File: src/core/sac_pkg.sv
package sac_pkg;

  // ****************************************************************
  // Clock rates and converter clock dividers
  // ****************************************************************
  localparam int CLK_HZ = 100_000_000;
  localparam int F_4M_HZ = 4_000_000;
  localparam int F_2M_HZ = 2_000_000;
  localparam int F_1M_HZ = 1_000_000;
  localparam int DIV_W = 7;
  localparam logic [DIV_W-1:0] DIV_4M = DIV_W'(CLK_HZ / F_4M_HZ);
  localparam logic [DIV_W-1:0] DIV_2M = DIV_W'(CLK_HZ / F_2M_HZ);
  localparam logic [DIV_W-1:0] DIV_1M = DIV_W'(CLK_HZ / F_1M_HZ);
  localparam logic [1:0] RATE_4M = 2'h0;
  localparam logic [1:0] RATE_2M = 2'h1;
  localparam logic [1:0] RATE_1M = 2'h2;

  // ****************************************************************
  // Conversion geometry
  // ****************************************************************
  localparam int RES_W = 10;
  localparam int CH_W = 4;
  localparam int BIT_W = 4;
  localparam logic [BIT_W-1:0] MSB_IDX_BIT = 4'h9;
  localparam logic [3:0] SAMPLE_TICKS = 4'h2;
  localparam logic [3:0] STRETCH_TICKS = 4'h8;

  // ****************************************************************
  // Register map (printed index, byte address is four times it)
  // ****************************************************************
  localparam int ADDR_W = 10;
  localparam logic [7:0] CSR_IDX = 8'h2E;
  localparam logic [7:0] UPPER_IDX = 8'h2F;
  localparam logic [7:0] LOWER_IDX = 8'h30;
  localparam logic [7:0] CLKCTL_IDX = 8'h31;
  localparam int EOC_BIT = 7;
  localparam int DIV_LSB = 5;
  localparam int ON_BIT = 4;
  localparam int CH_LSB = 0;
  localparam int IE_BIT = 0;
  localparam int STS_BIT = 1;
  localparam int UPPER_LSB = 2;
  localparam logic [7:0] CSR_RST = 8'h00;
  localparam logic [RES_W-1:0] DATA_RST = 10'h000;
  localparam logic [1:0] RESP_OKAY = 2'h0;
  localparam logic [1:0] RESP_SLVERR = 2'h2;

  // ****************************************************************
  // Types
  // ****************************************************************
  typedef struct packed {
    logic [1:0] div;
    logic on;
    logic [CH_W-1:0] chan;
    logic stretch;
  } sac_cfg_s;

  typedef enum {SAC_IDLE, SAC_SAMPLE, SAC_CONVERT} sac_seq_e;

  // Converter clock divider from the rate code, reserved code runs slowest
  function automatic logic [DIV_W-1:0] sac_div_cycles(input logic [1:0] sel);
    case (sel)
      RATE_4M: sac_div_cycles = DIV_4M;
      RATE_2M: sac_div_cycles = DIV_2M;
      RATE_1M: sac_div_cycles = DIV_1M;
      default: sac_div_cycles = DIV_1M;
    endcase
  endfunction

  // Aligned word hit on a register index
  function automatic logic sac_addr_hit(input logic [ADDR_W-1:0] addr, input logic [7:0] idx);
    sac_addr_hit = (addr == {idx, 2'h0});
  endfunction

endpackage

File: src/core/sac_top.sv
`timescale 1ns/1ns
// Behaviour
// - Input above high reference yields all ones: upper FFh, lower 03h.
// - Input below low reference yields zero in both result registers.
// - Four-bit channel field selects one of sixteen inputs directly.
// - Setting converter_on starts continuous conversion of the selected channel.
// - Done flag stays set while the next conversion is in progress, until the upper byte is read.
// - Writing the channel during conversion restarts on the new channel.
// - End of conversion sets done flag in bit 7 and loads result.
// - Completed conversion with done_irq_enable set raises an interrupt request.
// - Stored result stays unchanged until the next conversion finishes.
// - Reading the upper result byte clears the done flag and releases the lock.
// - Reading the lower result bits locks both result registers.
// - Lock releases on upper byte read or converter_on cleared.
// - Divider field bits 6:5 picks 4, 2 or 1 MHz converter clock.
// - Clearing converter_on stops conversion and powers the converter down.
// - Upper holds bits 9:2; lower holds bits 1:0, bits 7:2 zero.
// - Wait leaves converter running and wakes; Halt disables, no wake.
module sac_top (
  // Clock and reset
  input wire logic i_core_clk,
  input wire logic i_rst,
  // AXI4-Lite write address and data
  input wire logic [sac_pkg::ADDR_W-1:0] i_s_axi_awaddr,
  input wire logic i_s_axi_awvalid,
  output logic o_s_axi_awready,
  input wire logic [31:0] i_s_axi_wdata,
  input wire logic [3:0] i_s_axi_wstrb,
  input wire logic i_s_axi_wvalid,
  output logic o_s_axi_wready,
  // AXI4-Lite write response
  output logic [1:0] o_s_axi_bresp,
  output logic o_s_axi_bvalid,
  input wire logic i_s_axi_bready,
  // AXI4-Lite read
  input wire logic [sac_pkg::ADDR_W-1:0] i_s_axi_araddr,
  input wire logic i_s_axi_arvalid,
  output logic o_s_axi_arready,
  output logic [31:0] o_s_axi_rdata,
  output logic [1:0] o_s_axi_rresp,
  output logic o_s_axi_rvalid,
  input wire logic i_s_axi_rready,
  // Power modes
  input wire logic i_halt,
  input wire logic i_wait,
  // Analog core
  input wire logic i_comp,
  output logic o_conv_power,
  output logic [sac_pkg::CH_W-1:0] o_channel,
  output logic o_sample,
  output logic [sac_pkg::RES_W-1:0] o_dac_code,
  // Events
  output logic o_irq,
  output logic o_wake
);
  import sac_pkg::*;

  // ****************************************************************
  // Declarations
  // ****************************************************************
  logic aw_hold_reg;
  logic w_hold_reg;
  logic [ADDR_W-1:0] awaddr_reg;
  logic [7:0] wbyte_reg;
  logic wstrb0_reg;
  logic bvalid_reg;
  logic [1:0] bresp_reg;
  logic rvalid_reg;
  logic [1:0] rresp_reg;
  logic [31:0] rdata_reg;
  logic [31:0] rdata_next;
  logic rd_hit;
  logic wr_fire;
  logic ar_fire;
  logic csr_wr;
  logic clkctl_wr;
  logic upper_rd;
  logic lower_rd;
  logic [1:0] div_reg;
  logic on_reg;
  logic [CH_W-1:0] chan_reg;
  logic ie_reg;
  logic sts_reg;
  logic eoc_reg;
  logic lock_reg;
  logic [RES_W-1:0] data_reg;
  logic restart;
  logic tick;
  logic busy;
  logic done;
  logic [RES_W-1:0] result;
  sac_cfg_s cfg;

  // ****************************************************************
  // AXI4-Lite write channel
  // ****************************************************************
  assign o_s_axi_awready = !aw_hold_reg && !bvalid_reg;
  assign o_s_axi_wready = !w_hold_reg && !bvalid_reg;
  assign wr_fire = aw_hold_reg && w_hold_reg && !bvalid_reg;
  assign csr_wr = wr_fire && wstrb0_reg && sac_addr_hit(awaddr_reg, CSR_IDX);
  assign clkctl_wr = wr_fire && wstrb0_reg && sac_addr_hit(awaddr_reg, CLKCTL_IDX);

  // Address and data holds, taken in either order
  always_ff @(posedge i_core_clk) begin
    if (i_rst) begin
      aw_hold_reg <= 1'b0;
      w_hold_reg <= 1'b0;
      awaddr_reg <= '0;
      wbyte_reg <= '0;
      wstrb0_reg <= 1'b0;
    end else begin
      if (i_s_axi_awvalid && o_s_axi_awready) begin
        aw_hold_reg <= 1'b1;
        awaddr_reg <= i_s_axi_awaddr;
      end else if (wr_fire) begin
        aw_hold_reg <= 1'b0;
      end
      if (i_s_axi_wvalid && o_s_axi_wready) begin
        w_hold_reg <= 1'b1;
        wbyte_reg <= i_s_axi_wdata[7:0];
        wstrb0_reg <= i_s_axi_wstrb[0];
      end else if (wr_fire) begin
        w_hold_reg <= 1'b0;
      end
    end
  end

  // Write response, unmapped addresses answer SLVERR
  always_ff @(posedge i_core_clk) begin
    if (i_rst) begin
      bvalid_reg <= 1'b0;
      bresp_reg <= RESP_OKAY;
    end else if (wr_fire) begin
      bvalid_reg <= 1'b1;
      bresp_reg <= (sac_addr_hit(awaddr_reg, CSR_IDX) || sac_addr_hit(awaddr_reg, UPPER_IDX)
                    || sac_addr_hit(awaddr_reg, LOWER_IDX)
                    || sac_addr_hit(awaddr_reg, CLKCTL_IDX)) ? RESP_OKAY : RESP_SLVERR;
    end else if (i_s_axi_bready) begin
      bvalid_reg <= 1'b0;
    end
  end

  assign o_s_axi_bvalid = bvalid_reg;
  assign o_s_axi_bresp = bresp_reg;

  // ****************************************************************
  // AXI4-Lite read channel
  // ****************************************************************
  assign o_s_axi_arready = !rvalid_reg;
  assign ar_fire = i_s_axi_arvalid && o_s_axi_arready;
  assign upper_rd = ar_fire && sac_addr_hit(i_s_axi_araddr, UPPER_IDX);
  assign lower_rd = ar_fire && sac_addr_hit(i_s_axi_araddr, LOWER_IDX);

  // Read data mux
  always_comb begin
    rdata_next = '0;
    rd_hit = 1'b1;
    if (sac_addr_hit(i_s_axi_araddr, CSR_IDX)) begin
      rdata_next[EOC_BIT] = eoc_reg;
      rdata_next[DIV_LSB +: 2] = div_reg;
      rdata_next[ON_BIT] = on_reg;
      rdata_next[CH_LSB +: CH_W] = chan_reg;
    end else if (sac_addr_hit(i_s_axi_araddr, UPPER_IDX)) begin
      rdata_next[7:0] = data_reg[RES_W-1:UPPER_LSB];
    end else if (sac_addr_hit(i_s_axi_araddr, LOWER_IDX)) begin
      rdata_next[UPPER_LSB-1:0] = data_reg[UPPER_LSB-1:0];
    end else if (sac_addr_hit(i_s_axi_araddr, CLKCTL_IDX)) begin
      rdata_next[IE_BIT] = ie_reg;
      rdata_next[STS_BIT] = sts_reg;
    end else begin
      rd_hit = 1'b0;
    end
  end

  // Read response register
  always_ff @(posedge i_core_clk) begin
    if (i_rst) begin
      rvalid_reg <= 1'b0;
      rresp_reg <= RESP_OKAY;
      rdata_reg <= '0;
    end else if (ar_fire) begin
      rvalid_reg <= 1'b1;
      rresp_reg <= rd_hit ? RESP_OKAY : RESP_SLVERR;
      rdata_reg <= rdata_next;
    end else if (i_s_axi_rready) begin
      rvalid_reg <= 1'b0;
    end
  end

  assign o_s_axi_rvalid = rvalid_reg;
  assign o_s_axi_rresp = rresp_reg;
  assign o_s_axi_rdata = rdata_reg;

  // ****************************************************************
  // Control registers
  // ****************************************************************
  // Divider, on bit and channel
  always_ff @(posedge i_core_clk) begin
    if (i_rst) begin
      div_reg <= CSR_RST[DIV_LSB +: 2];
      on_reg <= CSR_RST[ON_BIT];
      chan_reg <= CSR_RST[CH_LSB +: CH_W];
    end else if (csr_wr) begin
      div_reg <= wbyte_reg[DIV_LSB +: 2];
      on_reg <= wbyte_reg[ON_BIT];
      chan_reg <= wbyte_reg[CH_LSB +: CH_W];
    end
  end

  // Interrupt enable and sample stretch
  always_ff @(posedge i_core_clk) begin
    if (i_rst) begin
      ie_reg <= 1'b0;
      sts_reg <= 1'b0;
    end else if (clkctl_wr) begin
      ie_reg <= wbyte_reg[IE_BIT];
      sts_reg <= wbyte_reg[STS_BIT];
    end
  end

  // ****************************************************************
  // Conversion engine
  // ****************************************************************
  // One driver for the whole configuration word
  assign cfg = '{div: div_reg, on: on_reg && !i_halt, chan: chan_reg,
                 stretch: sts_reg};
  assign restart = csr_wr && wbyte_reg[ON_BIT];
  assign o_conv_power = cfg.on;
  assign o_channel = chan_reg;

  sac_clk_div u_clk_div (
    .i_core_clk(i_core_clk),
    .i_rst(i_rst),
    .i_enable(cfg.on),
    .i_div_sel(div_reg),
    .o_tick(tick)
  );

  sac_sar_seq u_sar_seq (
    .i_core_clk(i_core_clk),
    .i_rst(i_rst),
    .i_cfg(cfg),
    .i_restart(restart),
    .i_tick(tick),
    .i_comp(i_comp),
    .o_sample(o_sample),
    .o_dac_code(o_dac_code),
    .o_busy(busy),
    .o_done(done),
    .o_result(result)
  );

  // ****************************************************************
  // Done flag, lock and result
  // ****************************************************************
  // Done flag, a set wins over the clearing read
  always_ff @(posedge i_core_clk) begin
    if (i_rst) begin
      eoc_reg <= CSR_RST[EOC_BIT];
    end else if (done) begin
      eoc_reg <= 1'b1;
    end else if (upper_rd) begin
      eoc_reg <= 1'b0;
    end
  end

  // Consistency lock between the two result reads
  always_ff @(posedge i_core_clk) begin
    if (i_rst) begin
      lock_reg <= 1'b0;
    end else if (upper_rd || !on_reg) begin
      lock_reg <= 1'b0;
    end else if (lower_rd) begin
      lock_reg <= 1'b1;
    end
  end

  // Result held until the next unlocked completion
  // A completion under the lower read is dropped, so both halves stay from one sample
  always_ff @(posedge i_core_clk) begin
    if (i_rst) begin
      data_reg <= DATA_RST;
    end else if (done && !lock_reg && !lower_rd) begin
      data_reg <= result;
    end
  end

  // Request and wake from Wait, Halt has the converter stopped
  assign o_irq = eoc_reg && ie_reg;
  assign o_wake = o_irq && i_wait && !i_halt;

  // ****************************************************************
  // Checks
  // ****************************************************************
  eoc_only_done_a: assert property (@(posedge i_core_clk) disable iff (i_rst)
    !$past(eoc_reg) && eoc_reg |-> $past(done))
    else $error("done flag rose without completion");
  done_sets_eoc_a: assert property (@(posedge i_core_clk) disable iff (i_rst)
    done |=> eoc_reg)
    else $error("completion did not set done flag");
  upper_clears_a: assert property (@(posedge i_core_clk) disable iff (i_rst)
    upper_rd && !done |=> !eoc_reg)
    else $error("upper read left done flag set");
  eoc_sticky_a: assert property (@(posedge i_core_clk) disable iff (i_rst)
    eoc_reg && !upper_rd |=> eoc_reg)
    else $error("done flag cleared without upper read");
  lower_locks_a: assert property (@(posedge i_core_clk) disable iff (i_rst)
    lower_rd && on_reg |=> lock_reg)
    else $error("lower read did not lock");
  lock_holds_a: assert property (@(posedge i_core_clk) disable iff (i_rst)
    lock_reg |=> $stable(data_reg))
    else $error("locked result changed");
  unlock_a: assert property (@(posedge i_core_clk) disable iff (i_rst)
    upper_rd || !on_reg |=> !lock_reg)
    else $error("lock not released");
  result_stable_a: assert property (@(posedge i_core_clk) disable iff (i_rst)
    !done |=> $stable(data_reg))
    else $error("result changed without completion");
  irq_follows_a: assert property (@(posedge i_core_clk) disable iff (i_rst)
    done && ie_reg && !clkctl_wr |=> o_irq)
    else $error("no interrupt after completion");
  lower_zero_a: assert property (@(posedge i_core_clk) disable iff (i_rst)
    lower_rd |=> o_s_axi_rdata[7:UPPER_LSB] == '0)
    else $error("lower register high bits not zero");
  halt_stops_a: assert property (@(posedge i_core_clk) disable iff (i_rst)
    i_halt |=> !busy && !o_wake)
    else $error("converter runs in halt");
  channel_out_a: assert property (@(posedge i_core_clk) disable iff (i_rst)
    csr_wr |=> o_channel == $past(wbyte_reg[CH_LSB +: CH_W]))
    else $error("channel output not updated");

  done_seen_c: cover property (@(posedge i_core_clk) disable iff (i_rst) done);
  locked_drop_c: cover property (@(posedge i_core_clk) disable iff (i_rst) done && lock_reg);
  restart_busy_c: cover property (@(posedge i_core_clk) disable iff (i_rst) restart && busy);
  wake_c: cover property (@(posedge i_core_clk) disable iff (i_rst) o_wake);

endmodule // sac_top

File: src/core/sac_clk_div.sv
`timescale 1ns/1ns
module sac_clk_div (
  // Clock and reset
  input wire logic i_core_clk,
  input wire logic i_rst,
  // Control
  input wire logic i_enable,
  input wire logic [1:0] i_div_sel,
  // Converter clock enable
  output logic o_tick
);
  import sac_pkg::*;

  logic [DIV_W-1:0] cnt_reg;
  logic [DIV_W-1:0] limit;

  // Terminal count from the rate code
  assign limit = sac_div_cycles(i_div_sel);
  assign o_tick = i_enable && (cnt_reg >= limit - 7'h01);

  // Free counter while the converter is on
  always_ff @(posedge i_core_clk) begin
    if (i_rst || !i_enable || o_tick) begin
      cnt_reg <= '0;
    end else begin
      cnt_reg <= cnt_reg + 7'h01;
    end
  end

  // ****************************************************************
  // Checks
  // ****************************************************************
  tick_spacing_a: assert property (@(posedge i_core_clk) disable iff (i_rst)
    o_tick |-> cnt_reg == limit - 7'h01)
    else $error("converter tick at wrong count");
  reserved_slow_a: assert property (@(posedge i_core_clk) disable iff (i_rst)
    (i_div_sel == 2'h3) |-> cnt_reg < DIV_1M)
    else $error("reserved rate not slowest");

endmodule // sac_clk_div

File: src/core/sac_sar_seq.sv
`timescale 1ns/1ns
module sac_sar_seq (
  // Clock and reset
  input wire logic i_core_clk,
  input wire logic i_rst,
  // Control
  input wire sac_pkg::sac_cfg_s i_cfg,
  input wire logic i_restart,
  input wire logic i_tick,
  // Analog core
  input wire logic i_comp,
  output logic o_sample,
  output logic [sac_pkg::RES_W-1:0] o_dac_code,
  // Result
  output logic o_busy,
  output logic o_done,
  output logic [sac_pkg::RES_W-1:0] o_result
);
  import sac_pkg::*;

  sac_seq_e state_reg;
  logic comp_meta_reg;
  logic comp_sync_reg;
  logic [3:0] cnt_reg;
  logic [BIT_W-1:0] idx_reg;
  logic [RES_W-1:0] code_reg;
  logic [RES_W-1:0] code_eval;
  logic [3:0] sample_len;

  // Comparator synchroniser
  always_ff @(posedge i_core_clk) begin
    if (i_rst) begin
      comp_meta_reg <= 1'b0;
      comp_sync_reg <= 1'b0;
    end else begin
      comp_meta_reg <= i_comp;
      comp_sync_reg <= comp_meta_reg;
    end
  end

  // Trial bit kept when the input is at or above the trial level
  always_comb begin
    code_eval = code_reg;
    code_eval[idx_reg] = comp_sync_reg;
  end
  assign sample_len = i_cfg.stretch ? STRETCH_TICKS : SAMPLE_TICKS;

  // Sample, then ten trials, then sample again
  always_ff @(posedge i_core_clk) begin
    if (i_rst || !i_cfg.on) begin
      state_reg <= SAC_IDLE;
      cnt_reg <= '0;
      idx_reg <= MSB_IDX_BIT;
      code_reg <= '0;
    end else if (i_restart) begin
      state_reg <= SAC_SAMPLE;
      cnt_reg <= '0;
      idx_reg <= MSB_IDX_BIT;
      code_reg <= '0;
    end else if (i_tick) begin
      case (state_reg)
        SAC_IDLE: begin
          state_reg <= SAC_SAMPLE;
          cnt_reg <= '0;
        end
        SAC_SAMPLE: begin
          if (cnt_reg >= sample_len - 4'h1) begin
            state_reg <= SAC_CONVERT;
            idx_reg <= MSB_IDX_BIT;
            code_reg <= {1'b1, {(RES_W-1){1'b0}}};
          end else begin
            cnt_reg <= cnt_reg + 4'h1;
          end
        end
        SAC_CONVERT: begin
          if (idx_reg == '0) begin
            state_reg <= SAC_SAMPLE;
            cnt_reg <= '0;
            code_reg <= '0;
          end else begin
            code_reg <= code_eval | (RES_W'(1) << (idx_reg - 4'h1));
            idx_reg <= idx_reg - 4'h1;
          end
        end
        default: state_reg <= SAC_IDLE;
      endcase
    end
  end

  // Result and one-cycle done
  always_ff @(posedge i_core_clk) begin
    if (i_rst) begin
      o_done <= 1'b0;
      o_result <= DATA_RST;
    end else begin
      o_done <= 1'b0;
      if (i_cfg.on && !i_restart && i_tick && state_reg == SAC_CONVERT && idx_reg == '0) begin
        o_done <= 1'b1;
        o_result <= code_eval;
      end
    end
  end

  assign o_sample = (state_reg == SAC_SAMPLE);
  assign o_busy = (state_reg != SAC_IDLE);
  assign o_dac_code = code_reg;

  // ****************************************************************
  // Checks
  // ****************************************************************
  off_stops_a: assert property (@(posedge i_core_clk) disable iff (i_rst)
    !i_cfg.on |=> !o_busy && !o_done)
    else $error("conversion runs while off");
  restart_sample_a: assert property (@(posedge i_core_clk) disable iff (i_rst)
    i_restart && i_cfg.on |=> o_sample && !o_done)
    else $error("restart did not begin sampling");

endmodule // sac_sar_seq

File: config.mk
export PLATFORM = sky130hd
export DESIGN_NAME = sac_top
export DESIGN_NICKNAME = d
export VERILOG_FILES = /design/src/core/sac_pkg.sv /design/src/core/sac_top.sv /design/src/core/sac_clk_div.sv /design/src/core/sac_sar_seq.sv
export SDC_FILE = /design/constraint.sdc
export NUM_CORES = 1
export LEC_CHECK = 0
export BUFFER_PORTS_ARGS = -buffer_cell sky130_fd_sc_hd__buf_2
export CAP_MARGIN = 20
export CORE_MARGIN = 2
export CORE_UTILIZATION = 50
export CTS_BUF_LIST = sky130_fd_sc_hd__clkbuf_4
export CTS_CLUSTER_DIAMETER = 200
export DETAILED_ROUTE_END_ITERATION = 6
export PLACE_DENSITY = 0.79
export SETUP_SLACK_MARGIN = 0.02
export SYNTH_ARGS = -nofsm -noshare
export SYNTH_HDL_FRONTEND = slang
export SYNTH_SLANG_ARGS = --single-unit
File: constraint.sdc
create_clock -name i_core_clk -period 2 [get_ports i_core_clk]
set_input_delay 0.4 -clock i_core_clk [delete_from_list [all_inputs] [get_ports i_core_clk]]
set_output_delay 0.4 -clock i_core_clk [all_outputs]
set_load 0.03 [all_outputs]
* Word-level counts from Yosys, hierarchy flattened *
Cells that the tools add are included.

operators by class
  add/subtract/negate cells = 5
  magnitude comparators = 4
  eq/ne operators = 19
  shift operators = 1
  mux-type cells = 40
  bitwise gates (word level) = 1
  reductions and logical operators = 59

operators by type and width
  kind                                                                count
  32-bit one-hot mux with 3 select lines                              1
  10-bit by 8-bit == test with 1-bit output, second input constant    8
  32-bit by 2-bit == test with 1-bit output, second input constant    2
  32-bit 2-to-1 mux                                                   2
  32-bit by 1-bit == test with 1-bit output, second input constant    1
  32-bit by 3-bit == test with 1-bit output, second input constant    1
  32-bit logical NOT                                                  1
  1-bit logical AND                                                   25
  10-bit 2-to-1 mux                                                   2
  4-bit 2-to-1 mux                                                    5
  10-bit one-hot mux with 2 select lines                              1
  1-bit 2-to-1 mux                                                    17
  7-bit one-hot mux with 2 select lines                               1
  2-bit nonzero test                                                  7
  4-bit one-hot mux with 3 select lines                               1
  10-bit bitwise mux                                                  1
  1-bit logical NOT                                                   10
  2-bit 2-to-1 mux                                                    5
  10-bit OR                                                           1
  1-bit by 4-bit << shifter with 10-bit output, first input constant  1
  3-bit AND reduction                                                 3
  8-bit 2-to-1 mux                                                    1
  4-bit one-hot mux with 2 select lines                               1
  4-bit AND reduction                                                 2
  other kinds (19)                                                    29

storage, ports and cells
  register bits after elaboration = 125
  bits of input ports = 66
  output and inout bits = 59
  word-level logic and storage cells = 157

* Longest topological paths before layout *
  word-level depth = 11
  mapped depth = 9
  gate-level depth less buffers = 8

* By module *
From an unflattened synthesis, not the netlist that was laid out.

second synthesis, totals
  cells, all modules = 540
  area, all modules = 4895.9 um^2

modules (own cells, without submodules)
  module       instances  cells an instance  area an instance (um^2)  seq. area each (um^2)
  sac_top      1          286                2539.9                   1061.0
  sac_sar_seq  1          203                1869.3                   660.6
  sac_clk_div  1          51                 486.7                    140.1

* Least setup slack after synthesis *
Ideal clock, no wire load.

  path type = reg-to-reg
  from = register div_reg[1]
  to = register u_sar_seq.code_reg[0] (netlist: u_sar_seq.o_dac_code[0])
  setup time = 0.086 ns
  arrival = 1.921 ns
  data required time = 1.914 ns
  path slack = -0.006 ns
  cell stages (with the launch flop) = 10
  buffers on the path = 1
  clock period less this slack = 2.006 ns
  path through = dfxtp_1 -> nor2_1 -> inv_1 -> ha_1 -> nand2b_1 -> a211o_1 -> a21oi_2 -> buf_2 -> nor2_1 -> a211oi_1

between the ends
  cells in the longest elaborated chain, start to end = 6
  elaborated cells between the ends (all ways) = 7
  those cells by class = add/sub: 1; order compare: 1; eq/ne: 1; mux: 1; reduce/logical: 3

RTL lines
  what                                                                                  line               RTL
  start: declaration                                                                    sac_top.sv:79      logic [1:0] div_reg;
  start signal: assignment                                                              sac_top.sv:200     div_reg <= CSR_RST[DIV_LSB +: 2];
  start signal: assignment                                                              sac_top.sv:204     div_reg <= wbyte_reg[DIV_LSB +: 2];
  2-bit by 1-bit == test with 1-bit output / 2-bit logical NOT (equally long branches)  sac_pkg.sv:62      case (sel)
  7-bit one-hot mux with 2 select lines *                                               sac_pkg.sv:62
  7-bit by 1-bit subtractor with 7-bit output *                                         sac_clk_div.sv:19  assign o_tick = i_enable && (cnt_reg >= limit - 7'h01);
  7-bit greater-or-equal comparator *                                                   sac_clk_div.sv:19
  1-bit logical AND *                                                                   sac_clk_div.sv:19
  3-bit AND reduction (no source line) *                                                --
  end signal: assignment                                                                sac_sar_seq.sv:70  code_reg <= {1'b1, {(RES_W-1){1'b0}}};
  end signal: assignment                                                                sac_sar_seq.sv:81  code_reg <= code_eval | (RES_W'(1) << (idx_reg - 4'h1));
  end: declaration                                                                      sac_sar_seq.sv:26  logic [RES_W-1:0] code_reg;

Every way passes the cells marked *; elsewhere a longest branch is shown, timed or not.
A chain may end at the register's enable or synchronous reset.

* Worst setup path after layout *
  from = register div_reg[1]
  to = register u_sar_seq.code_reg[5] (netlist: u_sar_seq.o_dac_code[5])

Same word-level chain as after synthesis.

==> impl_results.md <==
- Slew Viols, Final: 0
- Post-synth EDFFs: 0
- Post-Synthesis Cells: 567
- Ys flop type: dfxtp_1
- Outcome: complete, but fails checks
- Slew headroom: 60.8%
- CTS H-Tree Depth: 3
- Inserted Diodes: 0
- YS warnings: 0
- Worst-Skew Late Latency: 460 ps
- Worst Slack Setup Final: -45.4 ps
- Clock root buffer: clkbuf_4
- Startpoint Class: flop
- Reg clk slew, reported paths: 160 ps
- Setup-failing EPs final: 21
- Slowest cell on the critical path: dfxtp_4
- Req. time, crit path: 2390 ps
- Starting Density: 51.9%
- Worst Skew: 16.0 ps
- CTS Buf Count: 9
- Kind of critical path: reg -> reg
- Worst path max stage delay: 390 ps
- CP Capture Type: flop
- # DRC: 0
- DR vias: 4459
- RSZ-0062 raised after global routing: yes
- Worst R2R Path Depth: 10
- PD cells: 550 mW/mm2
- Peak Freq: 489 MHz
- Vert. Die Dim: 102 um
- Crit path cell chain: nor2_4, inv_2, ha_4, nand2b_4, a211o_4, a21oi_4, buf_6, buf_12, o21ai_2, a21oi_1
- Iteration count of the initial detailed-routing pass: 5
- Peak VDD IR: 0.360 mV
- Worst min path class: in -> reg
- Ports: 125
- Leakage: 2.40 nW
- Final Hold Fails: 0
- CP Depth: 10
- Worst hold slack: 105 ps
- Largest net degree at the start of global routing: 34
- WHS Path Cells: 2
- Pwr Total: 3.35 mW
- Cell family with most CP delay: compound AO/OA/AOI/OAI gates
- Placed Area: 0.00541 mm2
- Yosys cell types: 61
- Total grt overflow: 0
- Drt total wl: 12400 um
- Clk buf depth: 2
- Sequential element share of the synthesized area: 38.4%
- Drt wl/cell: 15.6 um
- Fin util: 65.3%
- Critical Path AT: 2440 ps
- Period utilisation layout: 102%
- Post-DP HPWL: 8630 um
- Placer Congestion: 0.960
- Post-CTS Hold Fix Bufs: 0
- Final Critical Period: 2050 ps
- Crit path max fanout: 8
- FFs w/ async S/R, synth: 0%
- Final antenna-violating net count: 0
- Share of cells above drive strength 1: 31.9%
- Max-cap violation count: 0
- First-pass GRT wire length: 19200 um
- Netlist Area Pre-Place: 0.00484 mm2
- Nets: 743
- 1st-iter DRT viols: 186
- Failing checks: setup timing
- Gr usage total: 23.0%
- Die footprint: 0.0105 mm2
- #FFs+latches synth: 93
- Initial antenna violation count: 0
- Vias in the first global route: 4130
- Clk sinks: 93
- TritonCTS clock tree: built
- Area growth syn-to-layout: 25.7%
- Syn_area_per_cell: 8.54 um2
- Chip width: 102 um
- Placeable Area: 0.00933 mm2
- Site Rows: 35
- Slew @ Worst Pin: 588 ps
- Buf+Inv Stages, Crit Path: 3
- Via/cell ratio: 5.64
- Port Buffer Count: 70
- Final instance area: 0.00609 mm2
[per-stage QoR]
| step | setup slack (ps) | std cells | setup TNS (ps) |
|---|---|---|---|
| after floorplan | 26.6 | 592 | 0 |
| after global placement | -81.4 | 771 | -1080 |
| after detailed placement | -178 | 771 | -2570 |
| after CTS | -66.5 | 789 | -308 |
| after global routing | -183 | 791 | -3320 |
| final | -45.4 | 791 | -416 |
[synthesized netlist by cell type, drive strengths merged (5+ instances only)]
library cell	instances	area [um2]
a211oi	13	108
a21oi	60	308
a31oi	12	75.1
and2	5	31.3
buf	39	278
clkbuf	18	67.6
dfxtp	93	1860
ha	20	250
inv	19	71.3
mux2	5	56.3
mux2i	23	230
nand2	70	263
nand2b	5	31.3
nand3	25	125
nand3b	9	71.3
nand4	9	56.3
nand4b	5	43.8
nor2	35	139
nor3b	9	72.6
nor4	8	80.1
o21ai	22	110
o22ai	8	50.1
o31ai	7	52.6
xor2	5	43.8
[power by group]
| part | switching, mW | internal, mW |
|---|---|---|
| Clock | 0.716 | 0.411 |
| Sequential | 0.0352 | 1.89 |
| Combinational | 0.204 | 0.0889 |
| Total | 0.956 | 2.39 |
[layer usage]
metal	up-vias	share of wire (%)	GRT usage, %
met5	-	0	0
met4	0	2.7	11.8
met3	34	4.4	3.28
met2	168	50	38.3
met1	2107	43	29.1
li1	2150	-	-
[layout by cell type (no fill, tap or decap), types with 10 or more instances in the layout]
cell and count:
dfxtp_1 91, a211oi_2 10, buf_4 30, buf_2 70, mux2i_1 23, a21oi_1 54
conb_1 26, nand2_1 70, inv_1 17, nor2_1 29, ha_1 17, nand3_1 25
[final cells by class]
type / instances / area [um2]
Clock buffer: 9 / 67.6
Clock inverter: 7 / 91.3
Fill cell: 762 / 3240
Inverter: 19 / 71.3
Multi-Input combinational cell: 423 / 3100
Sequential cell: 93 / 1870
Tap cell: 129 / 161
Timing Repair Buffer: 111 / 726
[cell families after synthesis]
| family | synth area share [%] |
|---|---|
| compound gates | 17.5 |
| xor+xnor | 1.27 |
| fa+ha+maj | 5.17 |
| buf+inv | 8.60 |
| flops | 38.4 |
| mux | 5.92 |
| other cells | 0.0774 |
| simple gates | 23.0 |
[worst paths after layout]
| path | from | end | slack [ps] |
|---|---|---|---|
| max | div_reg[1]$_SDFFE_PP0N_ | u_sar_seq.o_dac_code[5]$_SDFFE_PP0P_ | -50 |
| min | i_s_axi_rready | o_s_axi_rvalid$_SDFFE_PP0P_ | 100 |
| max reg2reg | div_reg[1]$_SDFFE_PP0N_ | u_sar_seq.o_dac_code[5]$_SDFFE_PP0P_ | -50 |
| min reg2reg | o_s_axi_rresp[1]$_SDFFE_PP0P_ | o_s_axi_rresp[1]$_SDFFE_PP0P_ | 460 |
[repair_timing]
item                                    in CTS  in global routing
cloned                                       1                  0
setup buffers                                1                  2
resized for setup                           45                 53
pin swaps                                   29                 27
endpoints found under the setup margin      38                 38
No activity file was read; power rests on OpenSTA's default activity.
